`src/verilog/abu_pkg.sv`:
```
// package for the address breakpoint unit: register map, bit positions,
// reset values and carrier structs.
// assumes a 32-bit AXI4-Lite register bus and a 16-bit cpu address bus.
`default_nettype none

package abu_pkg;

   // ---------------------------------------------------------------
   // register map (byte addresses)
   // ---------------------------------------------------------------
   localparam logic [7:0] ABU_OFS_CTRL    = 8'h00;
   localparam logic [7:0] ABU_OFS_ADDR_HI = 8'h04;
   localparam logic [7:0] ABU_OFS_ADDR_LO = 8'h08;
   localparam logic [7:0] ABU_OFS_WAKE    = 8'h0C;
   localparam logic [7:0] ABU_OFS_FLAGCLR = 8'h10;
   localparam int         ABU_ADDR_W      = 8;

   // ---------------------------------------------------------------
   // bit positions and reset values
   // ---------------------------------------------------------------
   localparam int         ABU_BIT_ENABLE  = 7;
   localparam int         ABU_BIT_ACTIVE  = 6;
   localparam int         ABU_BIT_WAKE    = 1;
   localparam int         ABU_BIT_CLREN   = 7;
   localparam logic [7:0] ABU_RST_BYTE    = 8'h00;
   localparam logic [1:0] ABU_RESP_OKAY   = 2'h0;
   localparam logic [1:0] ABU_RESP_SLVERR = 2'h2;

   // ---------------------------------------------------------------
   // carriers
   // ---------------------------------------------------------------
   typedef struct packed {
      logic        fetch;
      logic        last_cycle;
      logic [15:0] addr;
   } abu_cpu_bus_t;

   typedef struct packed {
      logic break_enable_bit;
      logic break_active_bit;
      logic break_wake_flag;
      logic clear_during_break_enable;
      logic [7:0] address_high;
      logic [7:0] address_low;
   } abu_regs_t;

endpackage : abu_pkg

`default_nettype wire

```
`src/verilog/abu_top.sv`:
```
// address breakpoint unit top: control registers, break request to the
// cpu, wake flag and clear gating for status flags elsewhere.
// assumes the cpu sequencer, its wait/stop state and the other status
// registers are logic on the same aclk.
//
// Our own choices: the address map and the AXI4-Lite interface to the registers.
`default_nettype none

module abu_top
   import abu_pkg::*;
(
   input  wire logic                  aclk,
   input  wire logic                  aresetn,
   input  wire logic [ABU_ADDR_W-1:0] s_axi_awaddr,
   input  wire logic                  s_axi_awvalid,
   output logic                       s_axi_awready,
   input  wire logic [31:0]           s_axi_wdata,
   input  wire logic [3:0]            s_axi_wstrb,
   input  wire logic                  s_axi_wvalid,
   output logic                       s_axi_wready,
   output logic [1:0]                 s_axi_bresp,
   output logic                       s_axi_bvalid,
   input  wire logic                  s_axi_bready,
   input  wire logic [ABU_ADDR_W-1:0] s_axi_araddr,
   input  wire logic                  s_axi_arvalid,
   output logic                       s_axi_arready,
   output logic [31:0]                s_axi_rdata,
   output logic [1:0]                 s_axi_rresp,
   output logic                       s_axi_rvalid,
   input  wire logic                  s_axi_rready,
   input  wire abu_cpu_bus_t          cpu,
   input  wire logic                  cpu_in_break,
   input  wire logic                  cpu_low_power,
   output logic                       break_request,
   output logic                       break_immediate,
   output logic                       status_clear_allow
);
   // ------------------------------------------------------------------
   // state
   // ------------------------------------------------------------------
   typedef struct packed {
      abu_regs_t regs;
      logic      req;
      logic      imm;
      logic      allow;
   } abu_state_t;

   abu_state_t st, next_st;

   logic                  hit;
   logic                  wr_fire;
   logic [ABU_ADDR_W-1:0] wr_addr;
   logic [7:0]            wr_byte;
   logic [ABU_ADDR_W-1:0] read_addr;
   logic [31:0]           read_word;

   // ------------------------------------------------------------------
   // submodules
   // ------------------------------------------------------------------
   abu_regs abu_regs_inst (
      .aclk      (aclk),
      .aresetn   (aresetn),
      .awaddr    (s_axi_awaddr),
      .awvalid   (s_axi_awvalid),
      .awready   (s_axi_awready),
      .wdata     (s_axi_wdata),
      .wstrb     (s_axi_wstrb),
      .wvalid    (s_axi_wvalid),
      .wready    (s_axi_wready),
      .bresp     (s_axi_bresp),
      .bvalid    (s_axi_bvalid),
      .bready    (s_axi_bready),
      .araddr    (s_axi_araddr),
      .arvalid   (s_axi_arvalid),
      .arready   (s_axi_arready),
      .rdata     (s_axi_rdata),
      .rresp     (s_axi_rresp),
      .rvalid    (s_axi_rvalid),
      .rready    (s_axi_rready),
      .read_word (read_word),
      .read_addr (read_addr),
      .wr_fire   (wr_fire),
      .wr_addr   (wr_addr),
      .wr_byte   (wr_byte)
   );

   abu_match abu_match_inst (
      .enable       (st.regs.break_enable_bit),
      .address_high (st.regs.address_high),
      .address_low  (st.regs.address_low),
      .cpu          (cpu),
      .hit          (hit)
   );

   // ------------------------------------------------------------------
   // read mux
   // ------------------------------------------------------------------
   always_comb begin
      read_word = 32'h0000_0000;
      unique case (read_addr)
         ABU_OFS_CTRL: begin
            read_word[ABU_BIT_ENABLE] = st.regs.break_enable_bit;
            read_word[ABU_BIT_ACTIVE] = st.regs.break_active_bit;
         end
         ABU_OFS_ADDR_HI: read_word[7:0] = st.regs.address_high;
         ABU_OFS_ADDR_LO: read_word[7:0] = st.regs.address_low;
         ABU_OFS_WAKE:    read_word[ABU_BIT_WAKE] = st.regs.break_wake_flag;
         ABU_OFS_FLAGCLR: read_word[ABU_BIT_CLREN] = st.regs.clear_during_break_enable;
         default:         read_word = 32'h0000_0000;
      endcase
   end

   // ------------------------------------------------------------------
   // next state
   // ------------------------------------------------------------------
   always_comb begin
      next_st     = st;
      next_st.req = 1'b0;
      next_st.imm = 1'b0;
      if (wr_fire) begin
         unique case (wr_addr)
            ABU_OFS_CTRL: begin
               next_st.regs.break_enable_bit = wr_byte[ABU_BIT_ENABLE];
               next_st.regs.break_active_bit = wr_byte[ABU_BIT_ACTIVE];
               // software trigger, no address match needed
               next_st.req = wr_byte[ABU_BIT_ACTIVE];
            end
            ABU_OFS_ADDR_HI: next_st.regs.address_high = wr_byte;
            ABU_OFS_ADDR_LO: next_st.regs.address_low  = wr_byte;
            ABU_OFS_WAKE: begin
               // only a zero clears, a one is ignored
               if (!wr_byte[ABU_BIT_WAKE]) begin
                  next_st.regs.break_wake_flag = 1'b0;
               end
            end
            ABU_OFS_FLAGCLR: next_st.regs.clear_during_break_enable = wr_byte[ABU_BIT_CLREN];
            default: next_st.regs = st.regs;
         endcase
      end
      // set wins over a same-cycle software clear
      if (hit) begin
         next_st.regs.break_active_bit = 1'b1;
         next_st.req = 1'b1;
         // match on final instruction cycle: cpu takes the break at once
         next_st.imm = cpu.last_cycle;
      end
      if (next_st.req && cpu_low_power) begin
         next_st.regs.break_wake_flag = 1'b1;
      end
      // outside break, clears always allowed
      next_st.allow = !cpu_in_break || next_st.regs.clear_during_break_enable;
   end

   always_ff @(posedge aclk) begin
      if (!aresetn) begin
         st <= '{regs: '{address_high: ABU_RST_BYTE, address_low: ABU_RST_BYTE, default: 1'b0},
                 allow: 1'b1, default: 1'b0};
      end else begin
         st <= next_st;
      end
   end

   assign break_request      = st.req;
   assign break_immediate    = st.imm;
   assign status_clear_allow = st.allow;
endmodule : abu_top

`default_nettype wire

```
`src/verilog/abu_match.sv`:
```
// address comparator for the address breakpoint unit.
// assumes cpu address and qualifiers arrive on aclk from cpu logic.
`default_nettype none

module abu_match
   import abu_pkg::*;
(
   input  wire logic         enable,
   input  wire logic [7:0]   address_high,
   input  wire logic [7:0]   address_low,
   input  wire abu_cpu_bus_t cpu,
   output logic              hit
);
   // only program counter fetches count, other masters' data accesses ignored
   assign hit = enable && cpu.fetch && (cpu.addr == {address_high, address_low});
endmodule : abu_match

`default_nettype wire

```
`src/verilog/abu_regs.sv`:
```
// AXI4-Lite slave front end: registers one write and one read at a time.
// assumes a single aclk domain; unmapped addresses answer SLVERR.
`default_nettype none

module abu_regs
   import abu_pkg::*;
(
   input  wire logic                  aclk,
   input  wire logic                  aresetn,
   input  wire logic [ABU_ADDR_W-1:0] awaddr,
   input  wire logic                  awvalid,
   output logic                       awready,
   input  wire logic [31:0]           wdata,
   input  wire logic [3:0]            wstrb,
   input  wire logic                  wvalid,
   output logic                       wready,
   output logic [1:0]                 bresp,
   output logic                       bvalid,
   input  wire logic                  bready,
   input  wire logic [ABU_ADDR_W-1:0] araddr,
   input  wire logic                  arvalid,
   output logic                       arready,
   output logic [31:0]                rdata,
   output logic [1:0]                 rresp,
   output logic                       rvalid,
   input  wire logic                  rready,
   input  wire logic [31:0]           read_word,
   output logic [ABU_ADDR_W-1:0]      read_addr,
   output logic                       wr_fire,
   output logic [ABU_ADDR_W-1:0]      wr_addr,
   output logic [7:0]                 wr_byte
);
   typedef struct packed {
      logic                  aw_held;
      logic                  w_held;
      logic [ABU_ADDR_W-1:0] awaddr;
      logic [7:0]            wbyte;
      logic                  wlane;
      logic                  bvalid;
      logic [1:0]            bresp;
      logic                  rvalid;
      logic [1:0]            rresp;
      logic [31:0]           rdata;
      logic                  fire;
      logic                  awrdy;
      logic                  wrdy;
      logic                  arrdy;
   } abu_bus_state_t;

   abu_bus_state_t st, next_st;

   function automatic logic abu_mapped(input logic [ABU_ADDR_W-1:0] a);
      abu_mapped = (a == ABU_OFS_CTRL) || (a == ABU_OFS_ADDR_HI) || (a == ABU_OFS_ADDR_LO)
                   || (a == ABU_OFS_WAKE) || (a == ABU_OFS_FLAGCLR);
   endfunction : abu_mapped

   // readies kept in flops so every bus output of the top is registered
   assign awready   = st.awrdy;
   assign wready    = st.wrdy;
   assign arready   = st.arrdy;
   assign bvalid    = st.bvalid;
   assign bresp     = st.bresp;
   assign rvalid    = st.rvalid;
   assign rresp     = st.rresp;
   assign rdata     = st.rdata;
   assign read_addr = araddr;
   assign wr_fire   = st.fire;
   assign wr_addr   = st.awaddr;
   assign wr_byte   = st.wbyte;

   always_comb begin
      next_st      = st;
      next_st.fire = 1'b0;
      if (awvalid && awready) begin
         next_st.aw_held = 1'b1;
         next_st.awaddr  = awaddr;
      end
      if (wvalid && wready) begin
         next_st.w_held = 1'b1;
         next_st.wbyte  = wdata[7:0];
         next_st.wlane  = wstrb[0];
      end
      // response only once both address and data are held
      if (st.aw_held && st.w_held) begin
         next_st.aw_held = 1'b0;
         next_st.w_held  = 1'b0;
         next_st.bvalid  = 1'b1;
         next_st.bresp   = abu_mapped(st.awaddr) ? ABU_RESP_OKAY : ABU_RESP_SLVERR;
         next_st.fire    = abu_mapped(st.awaddr) && st.wlane;
      end
      if (st.bvalid && bready) begin
         next_st.bvalid = 1'b0;
      end
      if (arvalid && arready) begin
         next_st.rvalid = 1'b1;
         next_st.rresp  = abu_mapped(araddr) ? ABU_RESP_OKAY : ABU_RESP_SLVERR;
         next_st.rdata  = abu_mapped(araddr) ? read_word : 32'h0000_0000;
      end else if (st.rvalid && rready) begin
         next_st.rvalid = 1'b0;
      end
      next_st.awrdy = !next_st.aw_held && !next_st.bvalid;
      next_st.wrdy  = !next_st.w_held && !next_st.bvalid;
      next_st.arrdy = !next_st.rvalid;
   end

   always_ff @(posedge aclk) begin
      if (!aresetn) begin
         st <= '{awrdy: 1'b1, wrdy: 1'b1, arrdy: 1'b1, default: '0};
      end else begin
         st <= next_st;
      end
   end
endmodule : abu_regs

`default_nettype wire

```
`config.mk`:
```
export PLATFORM = sky130hd
export DESIGN_NAME = abu_top
export DESIGN_NICKNAME = d
export VERILOG_FILES = /design/src/verilog/abu_pkg.sv /design/src/verilog/abu_top.sv /design/src/verilog/abu_match.sv /design/src/verilog/abu_regs.sv
export SDC_FILE = /design/constraint.sdc
export NUM_CORES = 1
export LEC_CHECK = 0
export BUFFER_PORTS_ARGS = -buffer_cell sky130_fd_sc_hd__buf_2
export CORE_UTILIZATION = 45
export DETAILED_ROUTE_END_ITERATION = 10
export PLACE_DENSITY = 0.74
export REMOVE_ABC_BUFFERS = 1
export SLEW_MARGIN = 20
export SYNTH_ARGS = -nofsm -noshare
export SYNTH_HDL_FRONTEND = slang
export SYNTH_HIERARCHICAL = 1
export SYNTH_SLANG_ARGS = --single-unit
```
`constraint.sdc`:
```
create_clock -name aclk -period 1.4 [get_ports aclk]
set_input_delay 0.07 -clock aclk [delete_from_list [all_inputs] [get_ports aclk]]
set_output_delay 0.07 -clock aclk [all_outputs]
set_load 0.1 [all_outputs]
```
Yosys cells after proc, flatten, opt, wreduce, memory -nomap -nowiden
Index checks and enable logic that the tools add are counted.
{"block": "word_totals", "out_inout_bits": 44, "input_bits": 79, "wordCells": 98, "register_bits": 84}
{"block": "classes", "eq_ne": 10, "reduce_logical": 39, "muxes": 26}
{"op": "== test 8 x 4 -> 1 bit (second input constant)", "n": 4}
{"op": "2-to-1 mux 8 bit", "n": 3}
{"op": "2-to-1 mux 20 bit", "n": 1}
{"op": "== test 16 bit", "n": 1}
{"op": "== test 8 x 3 -> 1 bit (second input constant)", "n": 2}
{"op": "== test 8 x 5 -> 1 bit (second input constant)", "n": 2}
{"op": "logical NOT 8 bit", "n": 2}
{"op": "logical AND 1 bit", "n": 12}
{"op": "2-to-1 mux 1 bit", "n": 12}
{"op": "AND reduction 2 bit", "n": 6}
{"op": "logical OR 1 bit", "n": 9}
{"op": "2-to-1 mux 2 bit", "n": 4}
{"op": "one-hot mux 4 bit (2 select lines)", "n": 1}
{"op": "nonzero test 2 bit", "n": 4}
{"op": "one-hot mux 1 bit (3 select lines)", "n": 2}
{"op": "logical NOT 1 bit", "n": 5}
{"op": "one-hot mux 1 bit (4 select lines)", "n": 1}
{"op": "2-to-1 mux 3 bit", "n": 1}
{"op": "AND reduction 3 bit", "n": 1}
{"op": "inequality test 2 bit (second input constant)", "n": 1}
{"op": "one-hot mux 1 bit (2 select lines)", "n": 1}

Logic depth before layout (Yosys ltp)
Gate-level depths: netlist of the first run.
{"block": "logic_depth", "ltp_word": 10, "ltp_mapped": 7, "ltp_nobuf": 6}

By module
Netlist of the first run, hierarchy kept.
{"mod": "abu_regs", "cells_each": 321, "n_inst": 1, "area_each_um2": 2778.9, "seq_area_each_um2": 1181.1}
{"mod": "abu_top", "cells_each": 124, "n_inst": 1, "area_each_um2": 1131.1, "seq_area_each_um2": 460.4}
{"mod": "abu_match", "cells_each": 22, "n_inst": 1, "area_each_um2": 183.9, "seq_area_each_um2": 0.0}

Worst setup path after synthesis of the first run
Ideal clock, no wire load.
{"block": "synth_timing", "path_kind": "reg-to-reg", "startpoint": "reg abu_regs_inst.st (netlist bit abu_regs_inst/arready)", "endpoint": "reg abu_regs_inst.st (netlist bit abu_regs_inst/rdata[2])", "setup_ns": 0.069, "path_slack_ns": -0.377, "required_time_ns": 1.331, "stages_incl_launch_ff": 6, "period_less_slack_ns": 1.777, "t_arrival_ns": 1.708, "n_path_buf": 2, "path_cell_list": "dfxtp_1 > and2_4 > buf_12 > buf_8 > nand4_1 > o21ai_1"}
{"block": "synth_between", "elab_chain_len": 1}
{"element": "start: declaration", "line_no": "abu_regs.sv:50", "rtl": "abu_bus_state_t st, next_st;"}
{"element": "start signal: assignment", "line_no": "abu_regs.sv:110", "rtl": "st <= next_st;"}
{"element": "logical AND 1 bit", "line_no": "abu_regs.sv:94", "rtl": "if (arvalid && arready) begin"}
Every way passes these cells.
A chain may end at the register's enable or synchronous reset.

Final worst setup path of the first run
{"block": "layout_timing", "startpoint": "reg st[17] (netlist bit)", "endpoint": "reg st[21] (netlist bit)"}
{"block": "layout_between", "elab_chain_len": 4, "elab_cells_between_ends": 6, "cone_classes": "eq/ne (1); mux (1); reduce/logical (4)"}
{"element": "start: declaration", "line_no": "abu_top.sv:48", "rtl": "abu_state_t st, next_st;"}
{"element": "start signal: assignment", "line_no": "abu_top.sv:156", "rtl": "st <= '{regs: '{address_high: ABU_RST_BYTE, address_low: ABU_RST_BYTE, default: 1'b0},"}
{"element": "start signal: assignment", "line_no": "abu_top.sv:159", "rtl": "st <= next_st;"}
{"element": "== test 16 bit (*)", "line_no": "abu_match.sv:15", "rtl": "assign hit = enable && cpu.fetch && (cpu.addr == {address_high, address_low});"}
{"element": "logical AND 1 bit (*)", "line_no": "abu_match.sv:15"}
{"element": "named net hit", "line_no": "abu_top.sv:50", "rtl": "logic hit;"}
{"element": "nonzero test 2 bit (no source line)"}
{"element": "AND reduction 2 bit (no source line)"}
Mark *: on every way through the listed nets, which the timed path passes. The rest lies on a longest branch.

==> metrics.yaml, run 1 <==
status: "finished with violations"
violations: "setup timing"
postSynthCellCount: 467
syn_to_final_growth_pct: 18.7
ys_seq_area_share_pct: 40.1
synth_seq_cells: 82
rsz0062_at_grt: "true"
antenna_found_initial: 0
syn_area_sq_mm: 0.00409
core_area_sq_mm: 0.00876
yosys.area_share.adder_pct: 0
period_share_pct: 122
critPathBufInv: 0
fin_crit_ns: 1.71
synth_top_family_by_area: "simple AND/OR/NAND/NOR gates"
via_per_inst: 4.94
synth_ff_type: "dfxtp_1"
critPathMaxStageDelay_ns: 0.55
grt_util_all_layers_pct: 19.5
cts_tree: "done"
power_density_mw_per_mm2: 1020
drcViolationCount: 0
fin_total_pwr_w: 0.00496
die_w_um: 97.4
h-tree-depth: 3
r2r_start: "st[17]"
peakVddDrop_v: 0.000697
overflow: 0
grt_pass1_vias: 3144
startpoint_type: "flop"
rows: 34
post-place-ws_ns: -0.403
grt_pass1_wl_um: 14800
routed-via-count: 3317
cts.clk_slew.worst_paths_ns: 0.08
end_kind: "flop"
setup_viol: 4
timing.final.max_slew_violations: 0
synthSimpleGateAreaFrac_pct: 21.8
worstHoldStart: "s_axi_araddr[6]"
finalClockSkew_ns: 0.00732
cp.arrival_ns: 2.01
fmax_ghz: 0.585
clock_path_buffers: 2
timing.setup.tns_ns: -1.10
syn_area_per_cell_sq_um: 8.77
drt_iter0_markers: 109
report.final.hold_viol_count: 0
critPathSlowestCell: "or4_4"
cts_made_buffers: 9
portBuffers: 93
synthXorXnorAreaFrac_pct: 3.42
drive_above_1_share_pct: 29.0
ys_warn_count: 6
crit_required_ns: 1.70
ys_async_sr_fraction_pct: 0
critical-path-top-delay-family: "simple AND/OR/NAND/NOR gates"
hold_class: "input pin to flop"
worst_slack_ns: -0.308
synth_edf_count: 0
dieArea_sq_mm: 0.00948
startpoint: "st[17]"
cts-root-buf: "clkbuf_8"
grt_max_degree: 49
gpl.final_weighted_congestion: 0.807
start_util_pct: 46.7
wire_per_inst_um: 13.5
ios: 123
fp.dieH_um: 97.4
synth_compound_area_share_pct: 12.2
hold_ws_ns: 0.0366
clock_latency_ns: 0.35
crit_path_max_fanout: 3
clock-sinks: 82
stdcell_area_sq_mm: 0.00486
place_area_sq_mm: 0.00435
crit_chain: "xnor2_1 -> nand4_1 -> or4_4 -> nor4_4 -> a41o_1 -> o21a_1"
antenna_left: 0
hpwl_um: 6420
p_leak_nw: 2.11
fin_nets: 637
criticalPathCategory: "flop to flop"
wl_um: 9030
yosysUniqueCellTypes: 47
num_antenna_cells: 0
synthMuxAreaShare_pct: 5.90
drt_pass1_iterations: 4
timing.max_cap.violations: 0
final timing paths:
kind	end	slack, ns	cells past startpoint
max	st[21]	-0.31	6
min	abu_regs_inst/rresp[1]	0.04	3
max reg2reg	st[21]	-0.31	6
min reg2reg	abu_regs_inst/rdata[27]	0.45	2
cells in the mapped netlist, types with 2 or more instances:
cell type	count	area [sq um]
a41oi_1	2	17.5
clkbuf_1	8	30.0
buf_4	66	495
nor2b_1	6	37.5
nand2_1	99	372
buf_2	5	25.0
conb_1	2	7.51
nor2_1	14	52.6
o21ai_1	32	160
xnor2_1	13	114
a41o_1	2	20.0
nand4_1	36	225
nand3_1	3	15.0
dfxtp_1	82	1640
nor3_1	2	10.0
o21ai_0	4	20.0
a22oi_1	6	45.0
buf_8	2	30.0
inv_1	2	7.51
xor2_1	3	26.3
buf_6	4	45.0
and2_1	5	31.3
mux2i_1	23	230
o21a_1	4	30.0
nand4b_1	2	17.5
buf_12	2	40.0
a21boi_0	17	128
o311ai_1	2	17.5
worst reg2reg max path: cells and delay by family, from the launching register on:
family	cells	cell delay (ns)
AOI/OAI and AO/OA	2	0.25
DFF	1	0.33
and+or+nand+nor	3	0.89
xor gates and xnor gates	1	0.17
final cells by class:
cell class	count	area [sq um]
Multi-Input combinational cell	320	1920
Clock buffer	11	141
Clock inverter	5	77.6
Inverter	2	7.51
Tap cell	108	135
Fill cell	792	3910
Timing Repair Buffer	143	921
Sequential cell	82	1650
registers in the layout, indices dropped and copies added, names as in the netlist, 3 cells and up:
register / count
abu_regs_inst/wr_addr: 8
abu_regs_inst/st: 3
abu_regs_inst/rdata: 32
st: 20
abu_regs_inst/wr_byte: 8
placed cells by master, fill, tap and decap left out, types with 3 or more instances in the layout:
cell type      synthesis  final
o21ai_0                4      4
dfxtp_2                0      8
mux2i_1               23     23
dlygate4sd3_1          0     19
buf_4                 66     27
nor2_1                14     14
o21ai_1               32     32
and2_1                 5      5
xor2_1                 3      3
conb_1                 2     26
nand2_1               99     99
a22oi_1                6      6
clkbuf_8               0     10
nor2b_1                6      6
nand4_1               36     36
o21a_1                 4      4
dfxtp_1               82     74
nand3_1                3      3
a21boi_0              17     17
xnor2_1               13      9
xnor2_2                0      4
buf_2                  5     93
metrics by stage:
stage,cells,utilization [%]
2_1_floorplan,404,-
3_3_place_gp,634,49.6
3_5_place_dp,634,49.6
6_report,671,55.4
5_1_grt,671,55.4
4_1_cts,669,54.9
kinds of logic after synthesis:
kind of cell / Yosys count
XOR/XNOR: 16
AND/OR/NAND/NOR: 179
flip-flops: 82
multiplexers: 24
buffers and inverters: 89
other: 2
AO/OA/AOI/OAI: 75
report_power, final:
part / switching, W / total (W) / internal (W) / leakage (nW)
Clock: 0.000824 / 0.00187 / 0.00105 / 0.109
Sequential: 0.0000449 / 0.00243 / 0.00239 / 0.669
Combinational: 0.000437 / 0.000663 / 0.000227 / 1.34
repair_timing:
action	CTS	global route
setup endpoints to repair	8	22
endpoints found under the hold margin	19	0
hold buffers	19	0
setup buffers	0	2
resized for setup	15	3
pin swaps	14	6
routing by layer:
metal	GRT usage, %	part of all wire (%)	routed length (um)	vias up
met3	4.53	4.2	375	12
met2	34.4	51	4610	93
met1	23.3	43	3930	1509
li1	-	-	-	1703
met4	6.33	1.3	119	0
met5	0	0	0	-
(Power assumes the default switching activity.)
==> inputs of run 2 (changes only) <==
CELL_PAD_IN_SITES_DETAIL_PLACEMENT = 1   (was default)
CELL_PAD_IN_SITES_GLOBAL_PLACEMENT = 1   (was default)
CORE_UTILIZATION = 36   (was 45)
CTS_BUF_LIST = sky130_fd_sc_hd__clkbuf_8   (was default)
GPL_TIMING_DRIVEN = 0   (was default)
PLACE_DENSITY = default   (was 0.74)
PLACE_DENSITY_LB_ADDON = 0.1   (was default)
==> run 2 against run 1 <==
  * The run still ends with setup timing left
  * Worst setup slack worse by 0.049 ns
  * First-iteration DRC count is 48% lower
  * Non-clock buffer count is 25 lower
  * Cell count is 1.3% higher
  * Utilization is 12 points lower
  * Clock power is 10% lower
  * Worst hold slack worse by 0.019 ns
  * Critical path depth stayed put
  * Sequential power hardly changed
  * Via count is 1.2% lower
==> metrics.yaml, run 2 (same netlist as run 1, synthesis figures left out) <==
gpl.final_weighted_congestion: 0.742
status: "finished with violations"
clock_latency_ns: 0.36
fin_nets: 614
cts-root-buf: "clkbuf_8"
fp.dieH_um: 109
place_inst: 638
startpoint_type: "flop"
hold_class: "input pin to flop"
drt_iter0_markers: 57
p_sw_w: 0.00137
rows: 38
largest_reg_flops: 32
wire_per_inst_um: 14.9
final_cell_mix: "nand2_1 (98), buf_2 (91), dfxtp_1 (73)"
final_cells: 680
combPwrFrac_pct: 13.8
dieArea_sq_mm: 0.0118
timing.final.max_slew_violations: 0
r2r_slack_ns: -0.36
reg2regPathDepth: 6
finalClockSkew_ns: 0.0123
routed-via-count: 3276
overflow: 0
num_antenna_cells: 0
clock_path_buffers: 2
peakVddDrop_v: 0.000643
antenna_found_initial: 0
wl_um: 10100
die_w_um: 109
report.final.hold_viol_count: 0
worstMarginPinSlew_ns: 0.906
power_density_mw_per_mm2: 1000
setup_viol: 4
power_switching_share_pct: 28.7
rsz0062_at_grt: "true"
utilization_pct: 43.2
clock-sinks: 82
fin_crit_ns: 1.76
crit_path_max_fanout: 3
seqPwrFrac_pct: 51.0
h-tree-depth: 3
cts_tree: "done"
portBuffers: 93
drt_pass1_iterations: 4
crit_required_ns: 1.71
final_common_cell: "nand2_1"
drive_above_1_share_pct: 27.2
criticalPathCategory: "flop to flop"
hpwl_um: 6610
cp.arrival_ns: 2.06
worst_slack_ns: -0.357
timing.max_cap.violations: 0
violations: "setup timing"
ios: 123
p_int_w: 0.00340
grt_pass1_wl_um: 16500
antenna_left: 0
relSlewSlack_pct: 39.4
grt_util_all_layers_pct: 18.2
grt_max_degree: 64
p_clk_share_pct: 35.2
cts_made_buffers: 9
syn_to_final_growth_pct: 16.0
timing.setup.tns_ns: -1.22
core_area_sq_mm: 0.0110
drcViolationCount: 0
start_util_pct: 37.3
cts.clk_slew.worst_paths_ns: 0.08
post-place-ws_ns: -0.649
end_kind: "flop"
period_share_pct: 126
hold_path_depth: 3
fmax_ghz: 0.569
via_per_inst: 4.82
p_leak_nw: 2.00
grt_pass1_vias: 3300
==> run 2: cell types whose count changed in the layout (fill, tap and decap cells not counted), sizes merged <==
cell	delta
clkbuf	-2
and2	+1
bufinv	-1
inv	+1
a21boi	+1
buf	-25
clkinv	+2
==> run 2: through the flow <==
| stage | hold slack, ns | power [W] | area, sq um |
|---|---|---|---|
| after CTS | 0.000600 | 0.00483 | 4680 |
| after floorplan | 0.148 | 0.00284 | 3520 |
| final | 0.0178 | 0.00477 | 4750 |
| after detailed placement | 0.316 | 0.00308 | 4200 |
| after global placement | 0.312 | 0.00305 | 4160 |
| after global routing | 0.0278 | 0.00501 | 4750 |
==> run 2: layer usage <==
layer / GRT usage [%] / wire, um / vias to the layer above
li1: - / - / 1658
met1: 22.0 / 4560 / 1544
met2: 31.8 / 5130 / 68
met3: 3.89 / 344 / 6
met4: 6.08 / 90 / 0
met5: 0 / 0 / -
==> run 2: power groups by stage <==
stage | combinational [W] | clock, W | sequential, W
2_1_floorplan | 0.000236 | 0 | 0.00261
5_1_grt | 0.000719 | 0.00184 | 0.00244
3_3_place_gp | 0.000568 | 0 | 0.00249
3_5_place_dp | 0.000590 | 0 | 0.00249
6_report | 0.000658 | 0.00168 | 0.00243
4_1_cts | 0.000646 | 0.00175 | 0.00244
==> run 2: critical path: stages, from the launching register on <==
cell     delay (ns)
dfxtp_2        0.37
xnor2_2        0.11
nand4_1        0.10
or4_4          0.58
nor4_4         0.24
buf_4          0.17
and3_1         0.13
==> run 2: repair_timing <==
item,4_1_cts,5_1_grt
gates cloned,1,1
hold endpoints to repair,19,0
resized for setup,16,13
setup endpoints to repair,55,38
pin swaps,13,6
hold buffers,19,0
setup buffers,5,0
==> run 2: layout make-up <==
class | instances | area, sq um
clock inverter | 7 | 61.3
sequential | 82 | 1660
tap | 140 | 175
fill | 1332 | 6240
clock buffer | 9 | 124
multi-input combinational | 322 | 1990
timing repair buffer | 118 | 729
inverter | 2 | 7.51
==> run 2: path summary, 6_finish.rpt <==
check,to,startpoint
hold reg to reg,abu_regs_inst/wr_fire,abu_regs_inst/st[42]
setup reg to reg,break_immediate,st[17]
setup / recovery,break_immediate,st[17]
hold / removal,abu_regs_inst/awready,s_axi_bready
